## config.mk

```make
export PLATFORM = sky130hd
export DESIGN_NAME = pio_ports
export DESIGN_NICKNAME = d
export VERILOG_FILES = /design/src/core/pio_pkg.sv /design/src/core/pio_ports.sv /design/src/core/pio_sync2.sv /design/src/core/pio_pin_mux.sv
export VERILOG_INCLUDE_DIRS = /design/src /design/src/core
export SDC_FILE = /design/constraint.sdc
export NUM_CORES = 1
export LEC_CHECK = 0
export ABC_AREA = 1
export BUFFER_PORTS_ARGS = -buffer_cell sky130_fd_sc_hd__buf_4
export CAP_MARGIN = 5
export CORE_UTILIZATION = 53
export DETAILED_ROUTE_END_ITERATION = 7
export GPL_TIMING_DRIVEN = 0
export PLACE_DENSITY = 0.91
export SLEW_MARGIN = 20
export SYNTH_ARGS = -nofsm -noshare
export SYNTH_HDL_FRONTEND = slang
export SYNTH_SLANG_ARGS = --single-unit
```

## constraint.sdc

```tcl
create_clock -name core_clk -period 2.99 [get_ports core_clk]
set_input_delay 0.299 -clock core_clk [delete_from_list [all_inputs] [get_ports core_clk]]
set_output_delay 0.299 -clock core_clk [all_outputs]
set_load 0.01 [all_outputs]
```

## src/core/pio_defines.svh

```systemverilog
`ifndef PIO_DEFINES_SVH
`define PIO_DEFINES_SVH

// byte offsets on the avalon slave
`define PIO_OFS_DIR_A 6'h00
`define PIO_OFS_DATA_A 6'h04
`define PIO_OFS_DIR_B 6'h08
`define PIO_OFS_DATA_B 6'h0c
`define PIO_OFS_DIR_C 6'h10
`define PIO_OFS_DATA_C 6'h14
`define PIO_OFS_SYS_CFG 6'h18
`define PIO_OFS_MUX_CFG 6'h1c
`define PIO_OFS_IRQ_STATUS 6'h20
`define PIO_OFS_IRQ_ENABLE 6'h24
`define PIO_OFS_IRQ_CLEAR 6'h28

// system config fields
`define PIO_SYS_PORT_B_SEL 0
`define PIO_SYS_HOST_EN 1
`define PIO_SYS_PORT_C_SEL 2

// edge / pin mux config fields
`define PIO_MUX_EXT_INTERRUPT_ONE_N_EDGE 0
`define PIO_MUX_EXT_INTERRUPT_TWO_N_EDGE 1
`define PIO_MUX_MEMORY_REQUEST_STROBE_N_SEL 3
`define PIO_MUX_HOST_EN 4

// port c upper bits tied to the interrupt pins
`define PIO_C_IRQ1_BIT 6
`define PIO_C_IRQ2_BIT 7

// reset values
`define PIO_RST_DIR 8'h00
`define PIO_RST_DATA 8'h00
`define PIO_RST_SYS_CFG 8'h00
`define PIO_RST_MUX_CFG 8'h00
`define PIO_RST_IRQ 2'h0

// port c lines that may be driven at all
`define PIO_C_DRIVE_MASK 8'h3f

`endif

```

## src/core/pio_pkg.sv

```systemverilog
package pio_pkg;

   // one tri-state pin group as seen by the pad ring
   typedef struct packed {
      logic [7:0] out;  // level driven when enabled
      logic [7:0] oe_n;  // low = pad driven
   } pin_drive_t;

   // alternate function drive request for a pin group
   typedef struct packed {
      logic [7:0] out;  // level from the peripheral
      logic [7:0] drive;  // high = peripheral wants the pad
   } alt_drive_t;

   // whole register state of the port block
   typedef struct packed {
      logic [7:0] dir_a;  // 1 = output
      logic [7:0] data_a;
      logic [7:0] dir_b;
      logic [7:0] data_b;
      logic [7:0] dir_c;
      logic [7:0] data_c;
      logic [7:0] sys_cfg;
      logic [7:0] mux_cfg;
      logic [1:0] irq_status;  // bit0 irq one, bit1 irq two
      logic [1:0] irq_enable;
      logic [1:0] int_prev_n;  // last synced interrupt pin levels
      logic ack;  // bus answer phase
      logic [31:0] rdata;
   } pio_state_t;

endpackage

```

## src/core/pio_ports.sv

```systemverilog
// The Avalon-MM slave port and the register offsets were chosen for this implementation.
`timescale 1ns/1ns
`include "pio_defines.svh"

// Summary of operation
// [RULE1] mode 0: port A per-bit direction
// [RULE2] mode 1: port A carries host data
// [RULE3] port B direction only when selected
// [RULE4] unselected port B serves serial pins
// [RULE5] port C low six per-bit direction
// [RULE6] port C top bits read interrupt pins
// [RULE7] writing 1 clears edge capture latch
// [RULE8] one config bit selects port C
// [RULE9] mux bit 3 swaps read/request strobe
// [RULE10] host signals need both enable bits
// [RULE11] direction and data register per port
// [RULE12] all lines input after reset; port B and C lines stay with the serial channels, which may drive them
module pio_ports (
   input wire logic core_clk,
   input wire logic nrst,
   // avalon-mm slave
   input wire logic [5:0] address,
   input wire logic read,
   input wire logic write,
   input wire logic [3:0] byteenable,
   input wire logic [31:0] writedata,
   output logic [31:0] readdata,
   output logic waitrequest,
   output logic irq,
   // chip mode strap, 0 = port mode, 1 = host mode
   input wire logic chip_mode,
   // port a pads
   input wire logic [7:0] first_port_lines_in,
   output logic [7:0] first_port_lines_out,
   output logic [7:0] first_port_lines_oe_n,
   // port b pads
   input wire logic [7:0] second_port_lines_in,
   output logic [7:0] second_port_lines_out,
   output logic [7:0] second_port_lines_oe_n,
   // port c pads, top two are not pads
   input wire logic [5:0] third_port_low_six_in,
   output logic [5:0] third_port_low_six_out,
   output logic [5:0] third_port_low_six_oe_n,
   // host uart data side
   input wire pio_pkg::alt_drive_t host_data_bus_drive,
   output logic [7:0] host_data_bus_in,
   output logic host_bus_active,
   // serial channels on port b
   input wire pio_pkg::alt_drive_t serial_b_drive,
   output logic [7:0] serial_b_in,
   // serial channel a control on port c
   input wire pio_pkg::alt_drive_t serial_c_drive,
   output logic [5:0] serial_c_in,
   // external interrupt pins
   input wire logic ext_interrupt_one_n,
   input wire logic ext_interrupt_two_n,
   output logic irq_one_req,
   output logic irq_two_req,
   // memory strobes from the cpu core
   input wire logic memory_read_strobe_n,
   input wire logic memory_request_strobe_n,
   output logic mem_strobe_pin_n
);

   pio_pkg::pio_state_t s_reg;  // all registered state
   pio_pkg::pio_state_t s_next;  // next value of the state

   logic [7:0] a_sync;  // port a pad levels
   logic [7:0] b_sync;  // port b pad levels
   logic [5:0] c_sync;  // port c low pad levels
   logic [1:0] int_sync_n;  // interrupt pin levels, active low
   logic mode_sync;  // chip mode level

   logic port_a_sel;  // port a owns pads
   logic port_b_sel;  // port b owns pads
   logic port_c_sel;  // port c owns pads
   logic [1:0] edge_mode;  // 1 = edge capture per interrupt
   logic [1:0] irq_set;  // capture events this cycle
   logic [1:0] irq_clr;  // clears this cycle
   logic wr_now;  // write commits this cycle
   logic rd_now;  // read data latched this cycle
   logic [7:0] wbyte;  // low write byte
   logic [7:0] a_view;  // port a readback
   logic [7:0] b_view;  // port b readback
   logic [7:0] c_view;  // port c readback

   pio_pkg::alt_drive_t host_alt;  // host bus gated by enables
   pio_pkg::pin_drive_t a_pins;
   pio_pkg::pin_drive_t b_pins;
   pio_pkg::pin_drive_t c_pins;
   pio_pkg::alt_drive_t c_alt;  // serial a padded to eight bits

   // pad inputs come from outside the clock domain
   pio_sync2 #(.W(8)) u_sync_a (
      .core_clk(core_clk),
      .nrst(nrst),
      .async_in(first_port_lines_in),
      .sync_out(a_sync)
   );

   pio_sync2 #(.W(8)) u_sync_b (
      .core_clk(core_clk),
      .nrst(nrst),
      .async_in(second_port_lines_in),
      .sync_out(b_sync)
   );

   // interrupt pins and the mode strap share one synchroniser
   pio_sync2 #(.W(9)) u_sync_c (
      .core_clk(core_clk),
      .nrst(nrst),
      .async_in({chip_mode, ext_interrupt_two_n, ext_interrupt_one_n,
                 third_port_low_six_in}),
      .sync_out({mode_sync, int_sync_n, c_sync})
   );

   // ownership decode
   always_comb begin
      // [RULE1] mode 0 port
      port_a_sel = ~mode_sync;
      // [RULE3] config selects port
      port_b_sel = s_reg.sys_cfg[`PIO_SYS_PORT_B_SEL];
      // [RULE8] single select bit
      port_c_sel = s_reg.sys_cfg[`PIO_SYS_PORT_C_SEL];
      // [RULE10] both enables needed
      host_bus_active = mode_sync & s_reg.sys_cfg[`PIO_SYS_HOST_EN]
                        & s_reg.mux_cfg[`PIO_MUX_HOST_EN];
      edge_mode[0] = s_reg.mux_cfg[`PIO_MUX_EXT_INTERRUPT_ONE_N_EDGE];
      edge_mode[1] = s_reg.mux_cfg[`PIO_MUX_EXT_INTERRUPT_TWO_N_EDGE];
   end

   // host bus only reaches the pads once fully enabled
   always_comb begin
      // [RULE2] host bus on a
      host_alt.out = host_data_bus_drive.out;
      host_alt.drive = host_bus_active ? host_data_bus_drive.drive : 8'h00;
   end

   // serial channel a has only six lines here
   always_comb begin
      c_alt.out = {2'b00, serial_c_drive.out[5:0]};
      c_alt.drive = serial_c_drive.drive & `PIO_C_DRIVE_MASK;
   end

   // [RULE1] per-bit port a
   pio_pin_mux u_mux_a (
      .port_sel(port_a_sel),
      .port_dir(s_reg.dir_a),
      .port_data(s_reg.data_a),
      .alt(host_alt),
      .pin(a_pins)
   );

   // [RULE4] serial owns b
   pio_pin_mux u_mux_b (
      .port_sel(port_b_sel),
      .port_dir(s_reg.dir_b),
      .port_data(s_reg.data_b),
      .alt(serial_b_drive),
      .pin(b_pins)
   );

   // [RULE5] low six only
   pio_pin_mux u_mux_c (
      .port_sel(port_c_sel),
      .port_dir(s_reg.dir_c & `PIO_C_DRIVE_MASK),
      .port_data(s_reg.data_c),
      .alt(c_alt),
      .pin(c_pins)
   );

   // pad outputs
   always_comb begin
      first_port_lines_out = a_pins.out;
      first_port_lines_oe_n = a_pins.oe_n;
      second_port_lines_out = b_pins.out;
      second_port_lines_oe_n = b_pins.oe_n;
      third_port_low_six_out = c_pins.out[5:0];
      third_port_low_six_oe_n = c_pins.oe_n[5:0];
   end

   // peripherals always see the pad levels
   always_comb begin
      host_data_bus_in = a_sync;
      serial_b_in = b_sync;
      serial_c_in = c_sync;
   end

   // [RULE9] strobe pin select
   always_comb begin
      if (s_reg.mux_cfg[`PIO_MUX_MEMORY_REQUEST_STROBE_N_SEL]) begin
         mem_strobe_pin_n = memory_request_strobe_n;
      end else begin
         mem_strobe_pin_n = memory_read_strobe_n;
      end
   end

   // readback: output bits show the latch, input bits the pad
   always_comb begin
      a_view = (s_reg.dir_a & s_reg.data_a) | (~s_reg.dir_a & a_sync);
      b_view = (s_reg.dir_b & s_reg.data_b) | (~s_reg.dir_b & b_sync);
      c_view[5:0] = (s_reg.dir_c[5:0] & s_reg.data_c[5:0])
                    | (~s_reg.dir_c[5:0] & c_sync);
      // [RULE6] top bits read pins
      c_view[`PIO_C_IRQ1_BIT] = int_sync_n[0];
      c_view[`PIO_C_IRQ2_BIT] = int_sync_n[1];
   end

   // bus phase: one wait cycle, then the answer
   always_comb begin
      waitrequest = (read | write) & ~s_reg.ack;
      // commit writes on the edge the master sees waitrequest low
      wr_now = write & s_reg.ack & byteenable[0];
      // latch read data in the waited cycle
      rd_now = read & ~s_reg.ack;
      wbyte = writedata[7:0];
   end

   // interrupt capture events
   always_comb begin
      for (int i = 0; i < 2; i++) begin
         if (edge_mode[i]) begin
            // falling edge of the synced pin
            irq_set[i] = s_reg.int_prev_n[i] & ~int_sync_n[i];
         end else begin
            // level mode: low pin keeps the bit set
            irq_set[i] = ~int_sync_n[i];
         end
      end
   end

   // clear sources: clear register and port c top bits
   always_comb begin
      irq_clr = 2'h0;
      if (wr_now && address == `PIO_OFS_IRQ_CLEAR) begin
         irq_clr = wbyte[1:0];
      end
      // [RULE7] one clears latch
      if (wr_now && address == `PIO_OFS_DATA_C) begin
         irq_clr = irq_clr | (edge_mode &
                   {wbyte[`PIO_C_IRQ2_BIT], wbyte[`PIO_C_IRQ1_BIT]});
      end
   end

   // next state
   always_comb begin
      s_next = s_reg;
      s_next.int_prev_n = int_sync_n;
      // set wins over a clear in the same cycle
      s_next.irq_status = (s_reg.irq_status & ~irq_clr) | irq_set;
      // answer phase toggles once per request
      s_next.ack = (read | write) & ~s_reg.ack;
      // register writes
      if (wr_now) begin
         case (address)
            // [RULE11] per-port registers
            `PIO_OFS_DIR_A: begin
               s_next.dir_a = wbyte;
            end
            `PIO_OFS_DATA_A: begin
               s_next.data_a = wbyte;
            end
            `PIO_OFS_DIR_B: begin
               s_next.dir_b = wbyte;
            end
            `PIO_OFS_DATA_B: begin
               s_next.data_b = wbyte;
            end
            // [RULE5] top direction bits stay input
            `PIO_OFS_DIR_C: begin
               s_next.dir_c = wbyte & `PIO_C_DRIVE_MASK;
            end
            // top data bits are strobes, not storage
            `PIO_OFS_DATA_C: begin
               s_next.data_c = wbyte & `PIO_C_DRIVE_MASK;
            end
            `PIO_OFS_SYS_CFG: begin
               s_next.sys_cfg = wbyte;
            end
            `PIO_OFS_MUX_CFG: begin
               s_next.mux_cfg = wbyte;
            end
            `PIO_OFS_IRQ_ENABLE: begin
               s_next.irq_enable = wbyte[1:0];
            end
            // status is read-only, clear handled above
            default: begin
            end
         endcase
      end
      // read data, unmapped reads give zero
      if (rd_now) begin
         s_next.rdata = 32'h0000_0000;
         case (address)
            `PIO_OFS_DIR_A: begin
               s_next.rdata[7:0] = s_reg.dir_a;
            end
            `PIO_OFS_DATA_A: begin
               s_next.rdata[7:0] = a_view;
            end
            `PIO_OFS_DIR_B: begin
               s_next.rdata[7:0] = s_reg.dir_b;
            end
            `PIO_OFS_DATA_B: begin
               s_next.rdata[7:0] = b_view;
            end
            `PIO_OFS_DIR_C: begin
               s_next.rdata[7:0] = s_reg.dir_c;
            end
            `PIO_OFS_DATA_C: begin
               s_next.rdata[7:0] = c_view;
            end
            `PIO_OFS_SYS_CFG: begin
               s_next.rdata[7:0] = s_reg.sys_cfg;
            end
            `PIO_OFS_MUX_CFG: begin
               s_next.rdata[7:0] = s_reg.mux_cfg;
            end
            `PIO_OFS_IRQ_STATUS: begin
               s_next.rdata[1:0] = s_reg.irq_status;
            end
            `PIO_OFS_IRQ_ENABLE: begin
               s_next.rdata[1:0] = s_reg.irq_enable;
            end
            // clear register reads as zero
            default: begin
            end
         endcase
      end
   end

   // state register
   always_ff @(posedge core_clk or negedge nrst) begin
      if (!nrst) begin
         // [RULE12] inputs after reset
         s_reg.dir_a <= `PIO_RST_DIR;
         s_reg.dir_b <= `PIO_RST_DIR;
         s_reg.dir_c <= `PIO_RST_DIR;
         s_reg.data_a <= `PIO_RST_DATA;
         s_reg.data_b <= `PIO_RST_DATA;
         s_reg.data_c <= `PIO_RST_DATA;
         s_reg.sys_cfg <= `PIO_RST_SYS_CFG;
         s_reg.mux_cfg <= `PIO_RST_MUX_CFG;
         s_reg.irq_status <= `PIO_RST_IRQ;
         s_reg.irq_enable <= `PIO_RST_IRQ;
         s_reg.int_prev_n <= 2'h3;
         s_reg.ack <= 1'b0;
         s_reg.rdata <= 32'h0000_0000;
      end else begin
         s_reg <= s_next;
      end
   end

   // outputs to the core
   always_comb begin
      readdata = s_reg.rdata;
      irq = |(s_reg.irq_status & s_reg.irq_enable);
      // edge mode reports the latch, level mode the pin
      irq_one_req = edge_mode[0] ? s_reg.irq_status[0] : ~int_sync_n[0];
      irq_two_req = edge_mode[1] ? s_reg.irq_status[1] : ~int_sync_n[1];
   end

endmodule

```

## src/core/pio_sync2.sv

```systemverilog
`timescale 1ns/1ns
// two flop synchroniser for pin levels
module pio_sync2 #(
   parameter int W = 8
) (
   input wire logic core_clk,
   input wire logic nrst,
   input wire logic [W-1:0] async_in,
   output logic [W-1:0] sync_out
);

   logic [W-1:0] meta_reg;  // first stage, read only by second stage
   logic [W-1:0] sync_reg;  // stable copy

   // reset to idle-high so active-low pins look quiet
   always_ff @(posedge core_clk or negedge nrst) begin
      if (!nrst) begin
         meta_reg <= '1;
         sync_reg <= '1;
      end else begin
         meta_reg <= async_in;
         sync_reg <= meta_reg;
      end
   end

   assign sync_out = sync_reg;

endmodule

```

## src/core/pio_pin_mux.sv

```systemverilog
`timescale 1ns/1ns
// whole-group choice between port latch and alternate function
module pio_pin_mux (
   input wire logic port_sel,
   input wire logic [7:0] port_dir,
   input wire logic [7:0] port_data,
   input wire pio_pkg::alt_drive_t alt,
   output pio_pkg::pin_drive_t pin
);

   genvar i;
   // one identical slice per line
   generate
      for (i = 0; i < 8; i = i + 1) begin : g_bit
         always_comb begin
            if (port_sel) begin
               // port owns the pad
               pin.out[i] = port_data[i];
               pin.oe_n[i] = ~port_dir[i];
            end else begin
               // peripheral owns the pad
               pin.out[i] = alt.out[i];
               pin.oe_n[i] = ~alt.drive[i];
            end
         end
      end
   endgenerate

endmodule

```

---- Yosys cells after proc, flatten, opt, wreduce, memory -nomap -nowiden ----
Index checks and enable logic that the tools add are counted.
operators by class
  multiplexer cells ....................... 54
  reductions and logical operators ........ 13
  equality and inequality tests ........... 10
  bitwise gates (word level) .............. 74
operator list
  kind                                                              count
  1-bit 2-to-1 mux                                                  49
  6-bit one-hot mux with 8 select lines                             1
  1-bit inverter                                                    47
  8-bit AND                                                         4
  6-bit by 5-bit == test with 1-bit output (second input constant)  4
  2-bit one-hot mux with 10 select lines                            1
  6-bit == test (second input constant)                             3
  2-bit AND reduction                                               9
  8-bit inverter                                                    2
  8-bit bitwise OR                                                  2
  6-bit AND                                                         2
  6-bit by 4-bit == test with 1-bit output (second input constant)  2
  1-bit AND                                                         8
  8-bit 2-to-1 mux                                                  1
  2-bit AND                                                         3
  6-bit by 3-bit == test with 1-bit output (second input constant)  1
  6-bit logical NOT                                                 1
  6-bit inverter                                                    1
  6-bit bitwise OR                                                  1
  2-bit 2-to-1 mux                                                  2
  2-bit bitwise OR                                                  2
  1-bit logical AND                                                 2
  2-bit inverter                                                    1
  2-bit OR reduction                                                1
  1-bit bitwise OR                                                  1
storage, ports and cells
  register bits ........................... 125
  output and inout bits ................... 104
  logic and storage cells ................. 170
  input port bits ......................... 121

---- Longest topological paths before layout ----
  depth after elaboration ................. 9
  depth in mapped cells ................... 10

---- Hierarchy ----
A second synthesis with hierarchy kept.
second synthesis, totals
  cells, all modules ...................... 811
  area total of the unflattened synthesis .. 6472.5 µm²
by module, submodules not included
  module                    times used  sequential area each (µm²)  area an instance (µm²)  cells each
  pio_ports                 1           1879.3                      4257.8                  557
  pio_pin_mux               3           0.0                         300.3                   68
  pio_sync2 (u_sync_a ...)  2           420.4                       420.4                   16
  pio_sync2 (u_sync_c)      1           473.0                       473.0                   18

---- Worst setup path before layout ----
OpenSTA, ideal clock, no wires.
  path kind ............................... register to output
  start ................................... register s_reg (netlist bit port_c_sel)
  end ..................................... output port third_port_low_six_oe_n[4]
  cell stages (with the launch flop) ...... 4
  buffers on the path ..................... 2
  required time ........................... 2.691 ns
  data arrival time ....................... 1.228 ns
  path slack .............................. 1.463 ns
  path through ............................ dfrtp_1 > clkbuf_1 > clkbuf_1 > mux2i_1
on the way
  word-level cells in the longest chain between the ends .. 1
ends and longest elaborated chain
  what                    line               source
  from (decl)             pio_ports.sv:65    pio_pkg::pio_state_t s_reg;
  from (signal assigned)  pio_ports.sv:350   s_reg <= s_next;
  1-bit 2-to-1 mux        pio_pin_mux.sv:16  if (port_sel) begin
  to (decl)               pio_ports.sv:43    output logic [5:0] third_port_low_six_oe_n,
No other way between the ends.

---- Worst setup path after layout ----
  start ................................... register s_reg (netlist bit port_c_sel)
  end ..................................... output port third_port_low_six_oe_n[5]
Same word-level chain as after synthesis.

==> impl_metrics.tcl <==
set metrics [dict create \
    status "finished clean" \
    grt.overflow.total 0 \
    clk_latency_ns 0.52 \
    io_pins 225 \
    synth_top_area_share_pct 31.2 \
    mostFrequentLayoutCells "226 x nand2_1, 202 x buf_4, 86 x o21ai_0, 73 x dfrtp_1, 52 x dfstp_2" \
    final_common_cell "nand2_1" \
    ant_nets 0 \
    start_util_pct 55.6 \
    synth_cell_type_count 30 \
    synthCells 662 \
    cp_max_fo 10 \
    ctsLongestPathBuffers 2 \
    final_cells 1049 \
    rows 37 \
    largest_reg_flops 63 \
    cts_buffers 17 \
    tritoncts "done" \
    async_reset_ff_share_pct 100 \
    critPathBufInv 3 \
    avgViaCountPerCell 5.39 \
    core_um2 10500 \
    drtIter0Drc 556 \
    grt_first_pass_wirelength_um 26000 \
    ys.flop_type "dfrtp_1" \
    root_buffer "clkbuf_8" \
    cp_common_cell "clkbuf_1" \
    hpwl_um 11200 \
    fillers 675 \
    max_cap_violations 0 \
    yosysWarnings 0 \
    clock_sinks 125 \
    crit_family "buffers and inverters" \
    synth_area_um2 5850 \
    dieArea_um2 11500 \
    numPortBuffers 169 \
    max_freq_ghz 0.376 \
    ys_seq_elements 125 \
    synthTopCellsByArea "dfrtp_1 31%, dfstp_2 23%, nand2_1 15%" \
    crit_type "reg2out" \
    critPathMaxStageDelay_ns 0.55 \
    avgRoutedWirePerCell_um 16.2 \
    rsz0062_at_grt "false" \
    p_leak_nw 4.12 \
    cts.repair.resized 0 \
    peakVddDrop_mv 0.432 \
    nets 1021 \
    syn_to_final_growth_pct 40.9 \
    dp.cells 991 \
    totalWireLength_um 17000 \
    firstDrtPassIters 8 \
    first_global_vias 5306 \
    slowest_stage "clkbuf_1" \
    hold_violations 0 \
    tns_ns 0 \
    antenna_found_initial 0 \
    vias 5653 \
    fp.dieH_um 107 \
    max_slew_margin_pct 54.1 \
    cts_setup_buffers 0 \
    cp.required_ns 2.69 \
    path_cells "clkbuf_1 -> clkbuf_1 -> nand2_1 -> o21ai_0 -> buf_4" \
    regArea_um2 3190 \
    min_period_ns 2.66 \
    setup_viol 0 \
    crit_path_start_kind "flop" \
    drv_slew 0 \
    ys_seq_area_share_pct 54.6 \
    critical_path_arrival_ns 2.36 \
    drcViolationCount 0 \
    tightestPinTransition_ns 0.688 \
    hold_class "in2reg" \
    antennaDiodeCount 0 \
    die_x_um 107 \
    p_per_area_nw_per_um2 530 \
    clock_skew_ns 0.0107 \
    gp_congestion 0.888 \
    yosysTopAreaCell "dfrtp_1" \
    grt_max_degree 77 \
    avgSynthCellArea_um2 8.83 \
    drive_above_1_share_pct 36.3 \
    multi_input_area_um2 2210 \
    endpoint_kind "primary output" \
    htreeDepth 4 \
    fin_crit_sh_pct 88.9 \
    synth_edf_count 0 \
    clk_pin_slew_ns 0.06 \
    grt_use_total_pct 30.2 \
]
-- area by class of cell --
type,count,area share (%)
timing repair buffer,196,18.9
multi-input combinational,461,26.8
buffer,48,4.08
clock buffer,28,6.41
inverter,51,2.34
sequential,125,38.7
clock inverter,4,0.592
tap,136,2.06
-- per-layer routing --
layer	part of all wire, %	GRT usage, %
met1	37	36.2
met2	50	49.9
met3	9.6	8.63
met4	4.0	14.8
met5	0	0
-- tightest hold or removal path: cells and delay by family --
family	cells	cell delay, ns
AND/OR/NAND/NOR	2	0.14
buffers and inverters	1	0.11
-- kinds of logic (layout without fill, tap and decap cells) --
group | after synthesis | after routing | synth area share [%]
simple gates | 309 | 309 | 22.3
buf+inv | 99 | 327 | 9.05
flops | 125 | 125 | 54.6
compound gates | 107 | 107 | 10.1
mux | 21 | 21 | 3.89
other cells | 1 | 24 | 0.0641
-- through the flow --
step / instance area, um^2 / worst slack, ns / utilization (%) / power, mW / hold WS, ns
4_1_cts: 8240 / 0.380 / 78.4 / 4.36 / 0.0707
2_1_floorplan: 5930 / 1.46 / - / 2.10 / 0.00341
6_report: 8240 / 0.333 / 78.4 / 4.37 / 0.0735
5_1_grt: 8240 / 0.239 / 78.4 / 4.51 / 0.0754
3_5_place_dp: 7400 / 0.943 / 70.5 / 2.37 / 0.347
3_3_place_gp: 7370 / 1.02 / 70.2 / 2.35 / 0.345
-- cells in the mapped netlist, types with 4 or more instances --
cell type  instances
nand3_1           31
buf_4             34
nor2_1            29
o21ai_2            8
o21ai_0           86
nand4_1            4
buf_2              5
nand2_2            5
nor2_4             5
dfstp_2           52
a22oi_1            8
mux2_2            14
nand2_1          226
mux2i_1            7
inv_1             47
clkbuf_1           6
dfrtp_1           73
-- final timing paths --
path                            cells past startpoint                         end  slack [ns]            startpoint
worst max-delay path                                5  third_port_low_six_oe_n[5]        0.33            port_c_sel
worst min-delay path                                3                   s_reg[32]        0.07                  read
worst max register to register                      4                  port_c_sel        1.30            port_c_sel
worst min register to register                      0        u_sync_c.sync_out[6]        0.35  u_sync_c.meta_reg[6]
max in group asynchronous                           3        u_sync_a.sync_out[2]        1.87                  nrst
min in group asynchronous                           2                   s_reg[72]        0.38                  nrst
-- where the power goes --
group          internal, mW  switching, mW
clock                  1.27          0.717
sequential             1.80         0.0611
combinational         0.257          0.261
total                  3.33           1.04
-- timing repair --
action                                 CTS  global route
setup endpoints to repair                0             0
endpoints found under the hold margin   59             0
hold buffers                            26             0
No activity file was read; power rests on OpenSTA's default activity.
